$ cat config.mk
export PLATFORM = sky130hd
export DESIGN_NAME = ospuc_clock_ctrl
export DESIGN_NICKNAME = d
export VERILOG_FILES = /design/src/ospuc_pkg.sv /design/src/ospuc_prescaler.sv /design/src/ospuc_clock_ctrl.sv
export SDC_FILE = /design/constraint.sdc
export NUM_CORES = 1
export LEC_CHECK = 0
export BUFFER_PORTS_ARGS = -buffer_cell sky130_fd_sc_hd__buf_2
export CAP_MARGIN = 15
export CORE_MARGIN = 2
export CORE_UTILIZATION = 37
export CTS_CLUSTER_SIZE = 10
export DETAILED_ROUTE_END_ITERATION = 12
export SYNTH_ARGS = -nofsm -noshare
export SYNTH_HDL_FRONTEND = slang
export SYNTH_SLANG_ARGS = --single-unit
$ cat constraint.sdc
create_clock -name clk -period 3.29 [get_ports clk]
set_clock_uncertainty 0.1 [all_clocks]
set_input_delay 0.329 -clock clk [delete_from_list [all_inputs] [get_ports clk]]
set_output_delay 0.329 -clock clk [all_outputs]
set_load 0.1 [all_outputs]
$ cat src/ospuc_pkg.sv
// Shared constants and types for the oscillator stabilization, PLL and USB clock block
package ospuc_pkg;

   // ------------------------------------------------------------------
   // Register addresses
   // ------------------------------------------------------------------
   localparam logic [15:0] ADDR_STAB_STATUS = 16'hFFA3; // Stabilization status, read only
   localparam logic [15:0] ADDR_STAB_SELECT = 16'hFFA4; // Stabilization wait select
   localparam logic [15:0] ADDR_PLL_CTRL    = 16'hFFA6; // PLL control
   localparam logic [15:0] ADDR_USB_CLK     = 16'hFFA7; // USB clock gate

   // ------------------------------------------------------------------
   // Reset values
   // ------------------------------------------------------------------
   localparam logic [2:0] RST_STAB_SELECT = 3'h5; // Longest wait, 2^16 periods
   localparam logic       RST_PLL_HALT    = 1'b1; // PLL stopped
   localparam logic       RST_PLL_RATIO   = 1'b0; // Divide by 2, multiply by 8
   localparam logic       RST_USB_ON      = 1'b0; // USB clock stopped
   localparam logic [4:0] RST_STAB_STATUS = 5'h00; // No wait elapsed yet

   // ------------------------------------------------------------------
   // Field positions
   // ------------------------------------------------------------------
   localparam int POS_PLL_HALT  = 0; // PLL control bit 0
   localparam int POS_PLL_RATIO = 1; // PLL control bit 1
   localparam int POS_USB_ON    = 7; // USB clock gate bit 7
   localparam int STAB_SEL_W    = 3; // Width of the wait select code
   localparam int STAB_BITS     = 5; // Number of stabilization status bits

   // ------------------------------------------------------------------
   // Wait selection codes and thresholds
   // ------------------------------------------------------------------
   localparam logic [2:0] STAB_CODE_MIN = 3'h1; // Shortest legal code
   localparam logic [2:0] STAB_CODE_MAX = 3'h5; // Longest legal code
   localparam int         STAB_CNT_W    = 17;   // Counter reaches 2^16 inclusive

   // Exponent of the wait in crystal periods for legal code k (1..5)
   function automatic int stab_exp(input int k);
      case (k)
         1:       stab_exp = 11;
         2:       stab_exp = 13;
         3:       stab_exp = 14;
         4:       stab_exp = 15;
         default: stab_exp = 16;
      endcase
   endfunction : stab_exp

   // ------------------------------------------------------------------
   // Stop and wake sequence states, Gray coded along RUN-STOP-WAIT
   // ------------------------------------------------------------------
   typedef enum logic [1:0]
   {
      OSPUC_RUN  = 2'b00,
      OSPUC_STOP = 2'b01,
      OSPUC_WAIT = 2'b11
   } ospuc_state_t;

   // Prescaler default depth
   localparam int PRESC_STAGES = 4; // Main clock /2 .. /16

endpackage : ospuc_pkg

$ cat src/ospuc_prescaler.sv
// Prescaler producing divided clock enables from the main system clock
`timescale 1ns/10ps
module ospuc_prescaler
#(
   parameter int STAGES = ospuc_pkg::PRESC_STAGES
)
(
   // Clock and control
   input  wire logic              clk,
   input  wire logic              rst_n,
   input  wire logic              ce,
   // Divider run request
   input  wire logic              run,
   // Divided enables, bit i pulses once per 2^(i+1) cycles
   output logic [STAGES-1:0]      divTick
);
   import ospuc_pkg::*;

   // ------------------------------------------------------------------
   // Elaboration check
   // ------------------------------------------------------------------
   if (STAGES < 1 || STAGES > 16)
   begin : g_chk
      $error("Prescaler stage count out of range");
   end

   // ------------------------------------------------------------------
   // State
   // ------------------------------------------------------------------
   typedef struct packed
   {
      logic [STAGES-1:0] cnt;  // Divide counter, held at zero while run is low
      logic [STAGES-1:0] tick; // Registered enables
   } ospuc_presc_st_t;

   ospuc_presc_st_t st_reg;  // Current state
   ospuc_presc_st_t st_next; // Next state

   logic [STAGES-1:0] cntInc; // Counter plus one
   logic [STAGES-1:0] stageHit; // Low bits all ones per stage

   assign cntInc = st_reg.cnt + {{(STAGES-1){1'b0}}, 1'b1};

   // One comparator per stage: a stage wraps when its low bits are all ones
   for (genvar i = 0; i < STAGES; i++)
   begin : g_stage
      assign stageHit[i] = &st_reg.cnt[i:0];
   end

   // Next state; counter parks at zero while the CPU is not on the main clock
   always_comb
   begin
      st_next = st_reg;
      if (run)
      begin
         st_next.cnt  = cntInc;
         st_next.tick = stageHit;
      end
      else
      begin
         st_next.cnt  = '0;
         st_next.tick = '0;
      end
   end

   // State register with synchronous reset and clock enable
   always_ff @(posedge clk)
   begin
      if (!rst_n)
         st_reg <= '0;
      else if (ce)
         st_reg <= st_next;
   end

   assign divTick = st_reg.tick;

endmodule : ospuc_prescaler

$ cat src/ospuc_clock_ctrl.sv
// Stabilization wait, PLL control, USB clock gate and internal oscillator control
//
// Contract
// Crystal CPU held until selected wait elapses
// Three-bit select, codes 1..5 pick 2^11..2^16
// Select register resets to 05H
// Select register takes byte writes only
// Status counts no further than selected wait
// Software polls status up to selected wait
// Software sets select before STOP
// Software leaves select alone during wait
// Counting starts only once crystal oscillates
// PLL control resets to 01H
// PLL control bit 0 halts PLL
// Ratio 0: /2 x8, ratio 1: /4 x12
// 12 or 16 MHz gives 48 MHz
// Software order: halt, ratio, select, run
// USB gate resets 00H, bit 7 supplies
// Software gates USB off across STOP
// Internal fast oscillator runs after reset
// Slow clock feeds watchdog and timer only
// Option decides if slow oscillator stoppable
// Slow oscillator starts, clocks enabled watchdog
// Prescaler divides main system clock
// Status bits set in order, stay set; here a shorter select also clears bits already set
// Status clears on reset, STOP, crystal stop
// Counter counts crystal periods from start
`timescale 1ns/10ps
module ospuc_clock_ctrl
#(
   parameter int CNT_W    = ospuc_pkg::STAB_CNT_W,
   parameter int PRESC_N  = ospuc_pkg::PRESC_STAGES
)
(
   // Clock, reset and freeze
   input  wire logic                   clk,
   input  wire logic                   rst_n,
   input  wire logic                   ce,
   // CPU memory access
   input  wire logic [15:0]            addr,
   input  wire logic                   wrEn,
   input  wire logic                   rdEn,
   input  wire logic                   bitOp,
   input  wire logic [2:0]             bitSel,
   input  wire logic [7:0]             wrData,
   output logic [7:0]                  rdData,
   // Standby events and crystal status
   input  wire logic                   stopExec,
   input  wire logic                   stopRelease,
   input  wire logic                   crystalRunning,
   input  wire logic                   crystalTick,
   input  wire logic                   crystal_osc_stop,
   input  wire logic                   cpuOnCrystal,
   input  wire logic                   hs_clock_select,
   input  wire logic                   mainClkToCpu,
   // Internal oscillator requests and option settings
   input  wire logic                   hsOscOffReq,
   input  wire logic                   lsOscOffReq,
   input  wire logic                   lsStopAllowed,
   input  wire logic                   wdtEnabled,
   // Clock control outputs
   output logic                        cpuHold,
   output logic [ospuc_pkg::STAB_BITS-1:0] stab_wait_status,
   output logic                        pllEnable,
   output logic                        pllDiv4,
   output logic                        pllMul12,
   output logic                        usbClkGateOn,
   output logic                        hsOscRun,
   output logic                        lsOscRun,
   output logic                        wdtClkRun,
   output logic                        tmh1ClkRun,
   output logic [PRESC_N-1:0]          prescTick
);
   import ospuc_pkg::*;

   // ------------------------------------------------------------------
   // Elaboration check
   // ------------------------------------------------------------------
   if (CNT_W < STAB_CNT_W || CNT_W > 31)
   begin : g_chk
      $error("Stabilization counter too narrow for 2^16 periods");
   end

   // ------------------------------------------------------------------
   // State record
   // ------------------------------------------------------------------
   typedef struct packed
   {
      ospuc_state_t         mode;       // Stop and wake sequence
      logic [CNT_W-1:0]     cnt;        // Crystal periods since start
      logic [STAB_BITS-1:0] stat;       // Elapsed-wait flags
      logic [2:0]           selCode;    // Wait select code
      logic                 pllHalt;    // PLL stop bit
      logic                 pllRatio;   // PLL ratio select
      logic                 usbOn;      // USB supply bit
      logic [7:0]           rdData;     // Registered read answer
      logic                 hold;       // CPU held after wake
      logic                 pllEn;      // PLL running
      logic                 div4;       // Input divider by 4
      logic                 mul12;      // Multiplier 12
      logic                 hsRun;      // Fast oscillator running
      logic                 lsRun;      // Slow oscillator running
      logic                 wdtRun;     // Watchdog clock supplied
      logic                 tmh1Run;    // Timer H1 clock supplied
   } ospuc_st_t;

   ospuc_st_t st_reg;  // Current state
   ospuc_st_t st_next; // Next state

   // ------------------------------------------------------------------
   // Thresholds, one per status bit
   // ------------------------------------------------------------------
   logic [STAB_BITS-1:0] reached;     // Count passed each threshold
   logic [STAB_BITS-1:0] allowedMask; // Thresholds within the selected wait
   logic [CNT_W-1:0]     waitLimit;   // Count for the selected wait
   logic                 waitDone;    // Selected wait elapsed

   // Status bit STAB_BITS-1-j belongs to code j+1
   for (genvar j = 0; j < STAB_BITS; j++)
   begin : g_thr
      localparam logic [CNT_W-1:0] THR = CNT_W'(1) << stab_exp(j + 1);
      assign reached[STAB_BITS-1-j]     = (st_reg.cnt >= THR);
      assign allowedMask[STAB_BITS-1-j] = (st_reg.selCode >= 3'(j + 1));
   end

   // Limit of the selected code; codes are kept legal by the write filter
   always_comb
   begin
      waitLimit = CNT_W'(1) << stab_exp(int'(st_reg.selCode));
   end

   assign waitDone = (st_reg.cnt >= waitLimit);

   // ------------------------------------------------------------------
   // Write decode
   // ------------------------------------------------------------------
   logic selByteWr; // Byte write to the select register
   logic pllWr;     // Any write to PLL control
   logic usbWr;     // Any write to the USB gate
   logic legalCode; // Written code within 1..5

   assign selByteWr = wrEn && !bitOp && (addr == ADDR_STAB_SELECT);
   assign pllWr     = wrEn && (addr == ADDR_PLL_CTRL);
   assign usbWr     = wrEn && (addr == ADDR_USB_CLK);
   assign legalCode = (wrData[2:0] >= STAB_CODE_MIN) && (wrData[2:0] <= STAB_CODE_MAX);

   // ------------------------------------------------------------------
   // Next state
   // ------------------------------------------------------------------
   always_comb
   begin
      st_next = st_reg;

      // Stop and wake sequence
      case (st_reg.mode)
         OSPUC_RUN:
         begin
            if (stopExec)
               st_next.mode = OSPUC_STOP;
         end
         OSPUC_STOP:
         begin
            if (stopRelease)
            begin
               st_next.mode = OSPUC_WAIT;
               st_next.hold = cpuOnCrystal;
            end
         end
         OSPUC_WAIT:
         begin
            // Wait ends once the selected count is reached
            if (waitDone)
            begin
               st_next.mode = OSPUC_RUN;
               st_next.hold = 1'b0;
            end
         end
         default:
         begin
            st_next.mode = OSPUC_RUN;
            st_next.hold = 1'b0;
         end
      endcase

      // Counter: only real crystal periods count, saturating at the wait
      if (stopExec || crystal_osc_stop)
         st_next.cnt = '0;
      else if (crystalRunning && crystalTick && st_reg.mode != OSPUC_STOP && !waitDone)
         st_next.cnt = st_reg.cnt + CNT_W'(1); // see

      // Status flags: sticky, limited, cleared by STOP or crystal stop
      if (stopExec || crystal_osc_stop)
         st_next.stat = RST_STAB_STATUS;
      else
         // Masked each cycle, so a shorter select also trims bits already set
         st_next.stat = (st_reg.stat | reached) & allowedMask; // see

      // Select register: byte writes only, prohibited codes dropped
      if (selByteWr && legalCode)
         st_next.selCode = wrData[2:0]; // see

      // PLL control, byte or bit access
      if (pllWr && !bitOp)
      begin
         st_next.pllHalt  = wrData[POS_PLL_HALT];
         st_next.pllRatio = wrData[POS_PLL_RATIO];
      end
      else if (pllWr && bitOp && bitSel == 3'(POS_PLL_HALT))
         st_next.pllHalt = wrData[0];
      else if (pllWr && bitOp && bitSel == 3'(POS_PLL_RATIO))
         st_next.pllRatio = wrData[0];

      // USB gate, byte or bit access
      if (usbWr && !bitOp)
         st_next.usbOn = wrData[POS_USB_ON];
      else if (usbWr && bitOp && bitSel == 3'(POS_USB_ON))
         st_next.usbOn = wrData[0];

      // Read answer, one cycle after the request; unmapped reads give zero
      if (rdEn)
      begin
         case (addr)
            ADDR_STAB_STATUS: st_next.rdData = {3'h0, st_reg.stat};
            ADDR_STAB_SELECT: st_next.rdData = {5'h00, st_reg.selCode};
            ADDR_PLL_CTRL:    st_next.rdData = {6'h00, st_reg.pllRatio, st_reg.pllHalt};
            ADDR_USB_CLK:     st_next.rdData = {st_reg.usbOn, 7'h00};
            default:          st_next.rdData = 8'h00;
         endcase
      end

      // PLL drive; prohibited without the high-speed clock select, so kept off then
      st_next.pllEn = !st_next.pllHalt && hs_clock_select; // see
      st_next.div4  = st_next.pllRatio;  // see
      st_next.mul12 = st_next.pllRatio;  // see

      // Internal oscillators: fast one on unless turned off
      st_next.hsRun   = !hsOscOffReq;
      st_next.lsRun   = !(lsStopAllowed && lsOscOffReq);
      // Slow clock only reaches watchdog and timer H1, never the CPU
      st_next.wdtRun  = st_next.lsRun && wdtEnabled; // see
      st_next.tmh1Run = st_next.lsRun;
   end

   // ------------------------------------------------------------------
   // State register
   // ------------------------------------------------------------------
   always_ff @(posedge clk)
   begin
      if (!rst_n)
      begin
         st_reg         <= '0;
         st_reg.mode    <= OSPUC_RUN;
         st_reg.stat    <= RST_STAB_STATUS;
         st_reg.selCode <= RST_STAB_SELECT;
         st_reg.pllHalt <= RST_PLL_HALT;
         st_reg.pllRatio <= RST_PLL_RATIO;
         st_reg.usbOn   <= RST_USB_ON;
         st_reg.hsRun   <= 1'b1;
         st_reg.lsRun   <= 1'b1;
      end
      else if (ce)
         st_reg <= st_next;
   end

   // ------------------------------------------------------------------
   // Prescaler
   // ------------------------------------------------------------------
   ospuc_prescaler #(.STAGES(PRESC_N)) u_presc
   (
      .clk     (clk),
      .rst_n   (rst_n),
      .ce      (ce),
      .run     (mainClkToCpu),
      .divTick (prescTick)
   );

   // ------------------------------------------------------------------
   // Outputs, all from the state register
   // ------------------------------------------------------------------
   assign rdData           = st_reg.rdData;
   assign cpuHold          = st_reg.hold;
   assign stab_wait_status = st_reg.stat;
   assign pllEnable        = st_reg.pllEn;
   assign pllDiv4          = st_reg.div4;
   assign pllMul12         = st_reg.mul12;
   assign usbClkGateOn     = st_reg.usbOn;
   assign hsOscRun         = st_reg.hsRun;
   assign lsOscRun         = st_reg.lsRun;
   assign wdtClkRun        = st_reg.wdtRun;
   assign tmh1ClkRun       = st_reg.tmh1Run;
endmodule : ospuc_clock_ctrl

== Yosys cells after proc, flatten, opt, wreduce, memory -nomap -nowiden ==
Index checks and enable logic that the tools add are counted.
Widths: inputs -> output; s select.

* Register bits: 52
* Input bits: 45

* Equal/unequal tests: 17
* Add/sub/neg operators: 2
* Order comparisons: 13
* Shifts and indexed selects: 1
* Reduce and logical (&&, ||, !) cells: 40
* Mux-type cells: 19
* Bitwise gates (word level): 3

{| class="wikitable"
|+ Operator list
! kind !! number
|-
| $eq 16x16->1 const B || 4
|-
| $mux 17 || 2
|-
| $pmux 8 s4 || 1
|-
| $shl 1x32->17 const A || 1
|-
| $pmux 5 s4 || 1
|-
| $logic_and 1x1->1 || 19
|-
| $add 17x1->17 const B || 1
|-
| $ge 17x12->1 const B || 1
|-
| $ge 17x14->1 const B || 1
|-
| $ge 17x15->1 const B || 1
|-
| $ge 17x16->1 const B || 1
|-
| $ge 17x17->1 || 1
|-
| $ge 17x17->1 const B || 1
|-
| $reduce_and 4->1 || 3
|-
| $reduce_and 2->1 || 5
|-
| $mux 2 || 4
|-
| $mux 8 || 1
|-
| $ne 2x2->1 const B || 4
|-
| $mux 1 || 7
|-
| $eq 3x1->1 const B || 2
|-
| $eq 3x2->1 const B || 2
|-
| $eq 3x3->1 const B || 2
|-
| $ge 3x1->1 const B || 2
|-
| $ge 3x2->1 const B || 2
|-
| 18 further kinds || 26
|}

== Longest topological paths before layout ==
* Word-level depth: 9
* Mapped depth: 10
* Depth with buffers taken out: 8

== Hierarchy ==
From an unflattened synthesis, not the netlist that was laid out.

* Cell total of the unflattened synthesis: 357
* Area, all modules: 2,920.3 µm²

{| class="wikitable"
|+ Modules (own cells, without submodules)
! module !! instances !! cells each !! sequential area each (µm²) !! area each (µm²)
|-
| ospuc_clock_ctrl || 1 || 314 || 840.8 || 2,509.9
|-
| ospuc_prescaler || 1 || 43 || 160.2 || 410.4
|}

== Least setup slack after synthesis ==
Ideal clock, no wire load.

* Path type: register to register
* Start point: register st_reg[19] in the netlist's numbering
* End point: register st_reg[29] in the netlist's numbering
* Setup time: 134 ps
* Setup slack: 789 ps
* Arrival: 2,267 ps
* Cell stages (with the launch flop): 11
* Path through: dfxtp_1 -> clkbuf_1 -> nor2_1 -> xnor2_1 -> ha_1 -> and4_1 -> nand4_1 -> nand4_1 -> o21ai_0 -> clkbuf_1 -> a31oi_1

* Cells in the longest elaborated chain, start to end: 8
* Elaborated cells on any way between the ends: 11

{| class="wikitable"
|+ Ends and longest elaborated chain
! item !! RTL line !! source
|-
| from (decl) || ospuc_clock_ctrl.sv:107 || <nowiki>ospuc_st_t st_reg;</nowiki>
|-
| from (signal assigned) || ospuc_clock_ctrl.sv:262 || <nowiki>st_reg <= st_next;</nowiki>
|-
| $eq 3x3->1, or another cell as far along || ospuc_pkg.sv:39 || <nowiki>case (k)</nowiki>
|-
| $pmux 5 s4 (*) || ospuc_pkg.sv:39 ||
|-
| $shl 1x32->17 (*) || ospuc_clock_ctrl.sv:129 || <nowiki>waitLimit = CNT_W'(1) << stab_exp(int'(st_reg.selCode));</nowiki>
|-
| $ge 17x17->1 (*) || ospuc_clock_ctrl.sv:132 || <nowiki>assign waitDone = (st_reg.cnt >= waitLimit);</nowiki>
|-
| $logic_not 1->1 (*) || ospuc_clock_ctrl.sv:188 || <nowiki>else if (crystalRunning && crystalTick && st_reg.mode != OSPUC_STOP && !waitDone)</nowiki>
|-
| $logic_and 1x1->1 (*) || ospuc_clock_ctrl.sv:188 ||
|-
| $reduce_bool 2->1 (no source line) (*) || n/a ||
|-
| $reduce_and 2->1 (no source line) (*) || n/a ||
|}

Every way passes the cells marked *; elsewhere a longest branch is shown, timed or not.
A chain may end at the register's enable or synchronous reset.

== Worst setup path after layout ==
* Start point: register st_reg[19] in the netlist's numbering
* End point: register st_reg[41] in the netlist's numbering

Same word-level chain as after synthesis.

==> flow_metrics.env <==
export IMPL_worstHoldStart="wrData[2]"
export IMPL_slew_headroom_pct=52.7
export IMPL_grt_ovfl_total=0
export IMPL_gr_usage_all_layers_pct=16.8
export IMPL_syn2layout_area_growth_pct=13.3
export IMPL_wl_um=7120
export IMPL_antenna_found_initial=0
export IMPL_p_sw_share_pct=29.8
export IMPL_synth_top_family_by_area="simple AND/OR/NAND/NOR gates"
export IMPL_async_flop_share_pct=0
export IMPL_slowest_delay_ps=500
export IMPL_hold_viol=0
export IMPL_layout_commonest_cell="buf_2"
export IMPL_fin_ws_ps=629
export IMPL_post_cts_resized=0
export IMPL_p_comb_share_pct=12.5
export IMPL_worstPathRequired_ps=3390
export IMPL_io_pins=71
export IMPL_mostFrequentLayoutCells="buf_2, nand2_1, dfxtp_1"
export IMPL_critPathBufInv=1
export IMPL_setup_violations=0
export IMPL_cts_inserted_buffers=5
export IMPL_io_buffers=64
export IMPL_die_w_um=92.9
export IMPL_reg2regPathDepth=9
export IMPL_yosys_warnings=0
export IMPL_fmax_mhz=376
export IMPL_regToRegSetupSlack_ps=630
export IMPL_fin_crit_ps=2660
export IMPL_place_congestion=0.814
export IMPL_cts_sinks=50
export IMPL_first_pass_iters=4
export IMPL_intPower_uw=812
export IMPL_routed_via_density=5.40
export IMPL_synth_area_mux_share_pct=3.46
export IMPL_holdPathEnd="st_reg[21]"
export IMPL_r2r_start="st_reg[19]"
export IMPL_powerDensity_mw_per_mm2=349
export IMPL_fillCellCount=827
export IMPL_max_cap_viol_count=0
export IMPL_netlist_instances=373
export IMPL_drc=0
export IMPL_outcome="completed"
export IMPL_synth_xor_area_share_pct=0.299
export IMPL_hp_class="in -> reg"
export IMPL_clkTransAtPathRegs_ps=100
export IMPL_cp_end_kind="register"
export IMPL_grt_max_degree=24
export IMPL_startpoint_type="register"
export IMPL_clock_latency_ps=320
export IMPL_design_core_area_sq_mm=0.00769
export IMPL_whs_path_depth=3
export IMPL_drt_iter0_drc=117
export IMPL_synthFlopType="dfxtp_1"
export IMPL_die_area_sq_mm=0.00864
export IMPL_pre_cts_ws_ps=630
export IMPL_p_sw_uw=346
export IMPL_critPathKind="reg -> reg"
export IMPL_cp_slowest_cell="dfxtp_1"
export IMPL_worstPathMaxFanout=11
export IMPL_syn_area_sq_mm=0.00293
export IMPL_drv_slew=0
export IMPL_ys_seq_elements=50
export IMPL_grt_pass1_wl_um=12000
export IMPL_synth_compound_area_share_pct=19.0
export IMPL_rows=32
export IMPL_r2r_end="st_reg[41]"
export IMPL_largest_reg_flops=23
export IMPL_seq_area_frac_synth_pct=34.2
export IMPL_cts_max_level=2
export IMPL_worst_ep_arrival_time_ps=2760
export IMPL_postCtsSetupBuffers=0
export IMPL_synth_adder_area_share_pct=5.99
export IMPL_cts_tree="yes"
export IMPL_grt_pass1_vias=2541
export IMPL_final_cell_area_sq_mm=0.00332
export IMPL_cts_buffer_depth=2
export IMPL_antenna_left=0
export IMPL_whs_ps=163
export IMPL_synth_cell_types=51
export IMPL_setup_tns_ps=0
export IMPL_dpl_cell_area_sq_mm=0.00322
export IMPL_power_share_sequential_pct=53.2
export IMPL_wire_per_inst_um=13.7
export IMPL_power_leakage_nw=1.37
export IMPL_path_cells="nor2_1 -> xnor2_1 -> ha_1 -> a21oi_1 -> o21a_1 -> nand4_1 -> o21ai_0 -> buf_4 -> o221ai_1"
export IMPL_cts_root_buf="clkbuf_8"
export IMPL_nNetsFinal=476
export IMPL_vias=2808
export IMPL_die_y_um=92.9
export IMPL_cp_depth=9
export IMPL_finalCritPeriodShare_pct=80.9
export IMPL_max_slew_worst_pin_slew_ps=707
export IMPL_place_hpwl_um=5270
export IMPL_final_layout_size_suffix_gt1_share_pct=20.6
export IMPL_clock_power_share_pct=34.3
export IMPL_holdBufCountCts=0
export IMPL_synth_simple_area_share_pct=28.7
export IMPL_initial_core_util_pct=38.1
export IMPL_syn_avg_cell_area_sq_um=7.85
export IMPL_synth_edff_count=0
export IMPL_rsz0062_at_grt="no"
export IMPL_irDropWorstVdd_mv=0.157
export IMPL_cpLargestDelayFamily="compound AO/OA/AOI/OAI gates"
export IMPL_diodes=0
[worst reg2reg max path: cells and delay by family, from the launching register on]
kind / cells / cell delay [ps]
simple gates: 2 / 420
flops: 1 / 500
xor+xnor: 1 / 140
buf+inv: 1 / 240
compound gates: 4 / 830
fa+ha+maj: 1 / 310
[power by group through the flow]
stage	registers (mW)	clock network, mW	logic (mW)
2_1_floorplan	0.651	0	0.0755
3_3_place_gp	0.629	0	0.144
3_5_place_dp	0.630	0	0.145
4_1_cts	0.616	0.413	0.146
5_1_grt	0.617	0.431	0.159
6_report	0.616	0.397	0.145
[cell families (layout without fill, tap and decap cells)]
group / after synthesis / in the layout
and+or+nand+nor: 163 / 163
AOI/OAI and AO/OA: 88 / 88
DFF: 50 / 50
buffers and inverters: 45 / 85
adders and majority gates: 14 / 14
muxes: 10 / 10
other: 2 / 7
xor gates and xnor gates: 1 / 1
[cell usage after synthesis, types with 3 or more instances]
| library cell | number | area [sq um] |
|---|---|---|
| and4_1 | 4 | 35.0 |
| nand4_1 | 12 | 75.1 |
| clkbuf_1 | 17 | 63.8 |
| nand2b_1 | 8 | 50.1 |
| o31ai_1 | 3 | 22.5 |
| o21a_1 | 4 | 30.0 |
| ha_1 | 14 | 175 |
| nor2b_1 | 3 | 18.8 |
| inv_1 | 9 | 33.8 |
| a31oi_1 | 18 | 113 |
| buf_4 | 18 | 135 |
| a21oi_1 | 27 | 135 |
| nor4_1 | 3 | 18.8 |
| dfxtp_1 | 50 | 1000 |
| nor3_1 | 7 | 35.0 |
| nand3_1 | 25 | 125 |
| mux2i_1 | 9 | 90.1 |
| and3_1 | 5 | 31.3 |
| nor2_1 | 20 | 75.1 |
| nand2_1 | 55 | 206 |
| or3_1 | 5 | 31.3 |
| a211oi_1 | 3 | 22.5 |
| o21ai_0 | 13 | 65.1 |
[worst max path at each step]
stage / end / slack, ps / startpoint
floorplan: st_reg[29] / 790 / st_reg[19]
global placement: st_reg[41] / 730 / st_reg[19]
detailed placement: st_reg[41] / 630 / st_reg[19]
CTS: st_reg[41] / 630 / st_reg[19]
global route: st_reg[34] / 370 / st_reg[19]
finish: st_reg[41] / 630 / st_reg[19]
[per-layer routing]
metal	vias to the layer above	track usage, %	part of all wire [%]
met4	0	4.66	0.82
met2	66	27.5	47
met3	5	3.09	5.5
li1	1427	-	-
met1	1310	22.7	47
met5	-	0	0
[cell type report]
class / instances / area [sq um] / share of cell area (%)
multi-input cells: 283 / 1710 / 51.5
flip-flops and latches: 50 / 1000 / 30.2
repair buffers: 68 / 350 / 10.6
well taps: 102 / 128 / 3.85
clock buffers: 5 / 68.8 / 2.08
inverters: 9 / 33.8 / 1.02
clock inverters: 3 / 26.3 / 0.792
[metrics by stage]
| step | instances | utilization, % | power [mW] |
|---|---|---|---|
| floorplan | 378 | - | 0.727 |
| global placement | 512 | 41.9 | 0.773 |
| detailed placement | 512 | 41.9 | 0.775 |
| CTS | 520 | 43.1 | 1.17 |
| global route | 520 | 43.1 | 1.21 |
| finish | 520 | 43.1 | 1.16 |
Power figures use the tool's default switching activity.
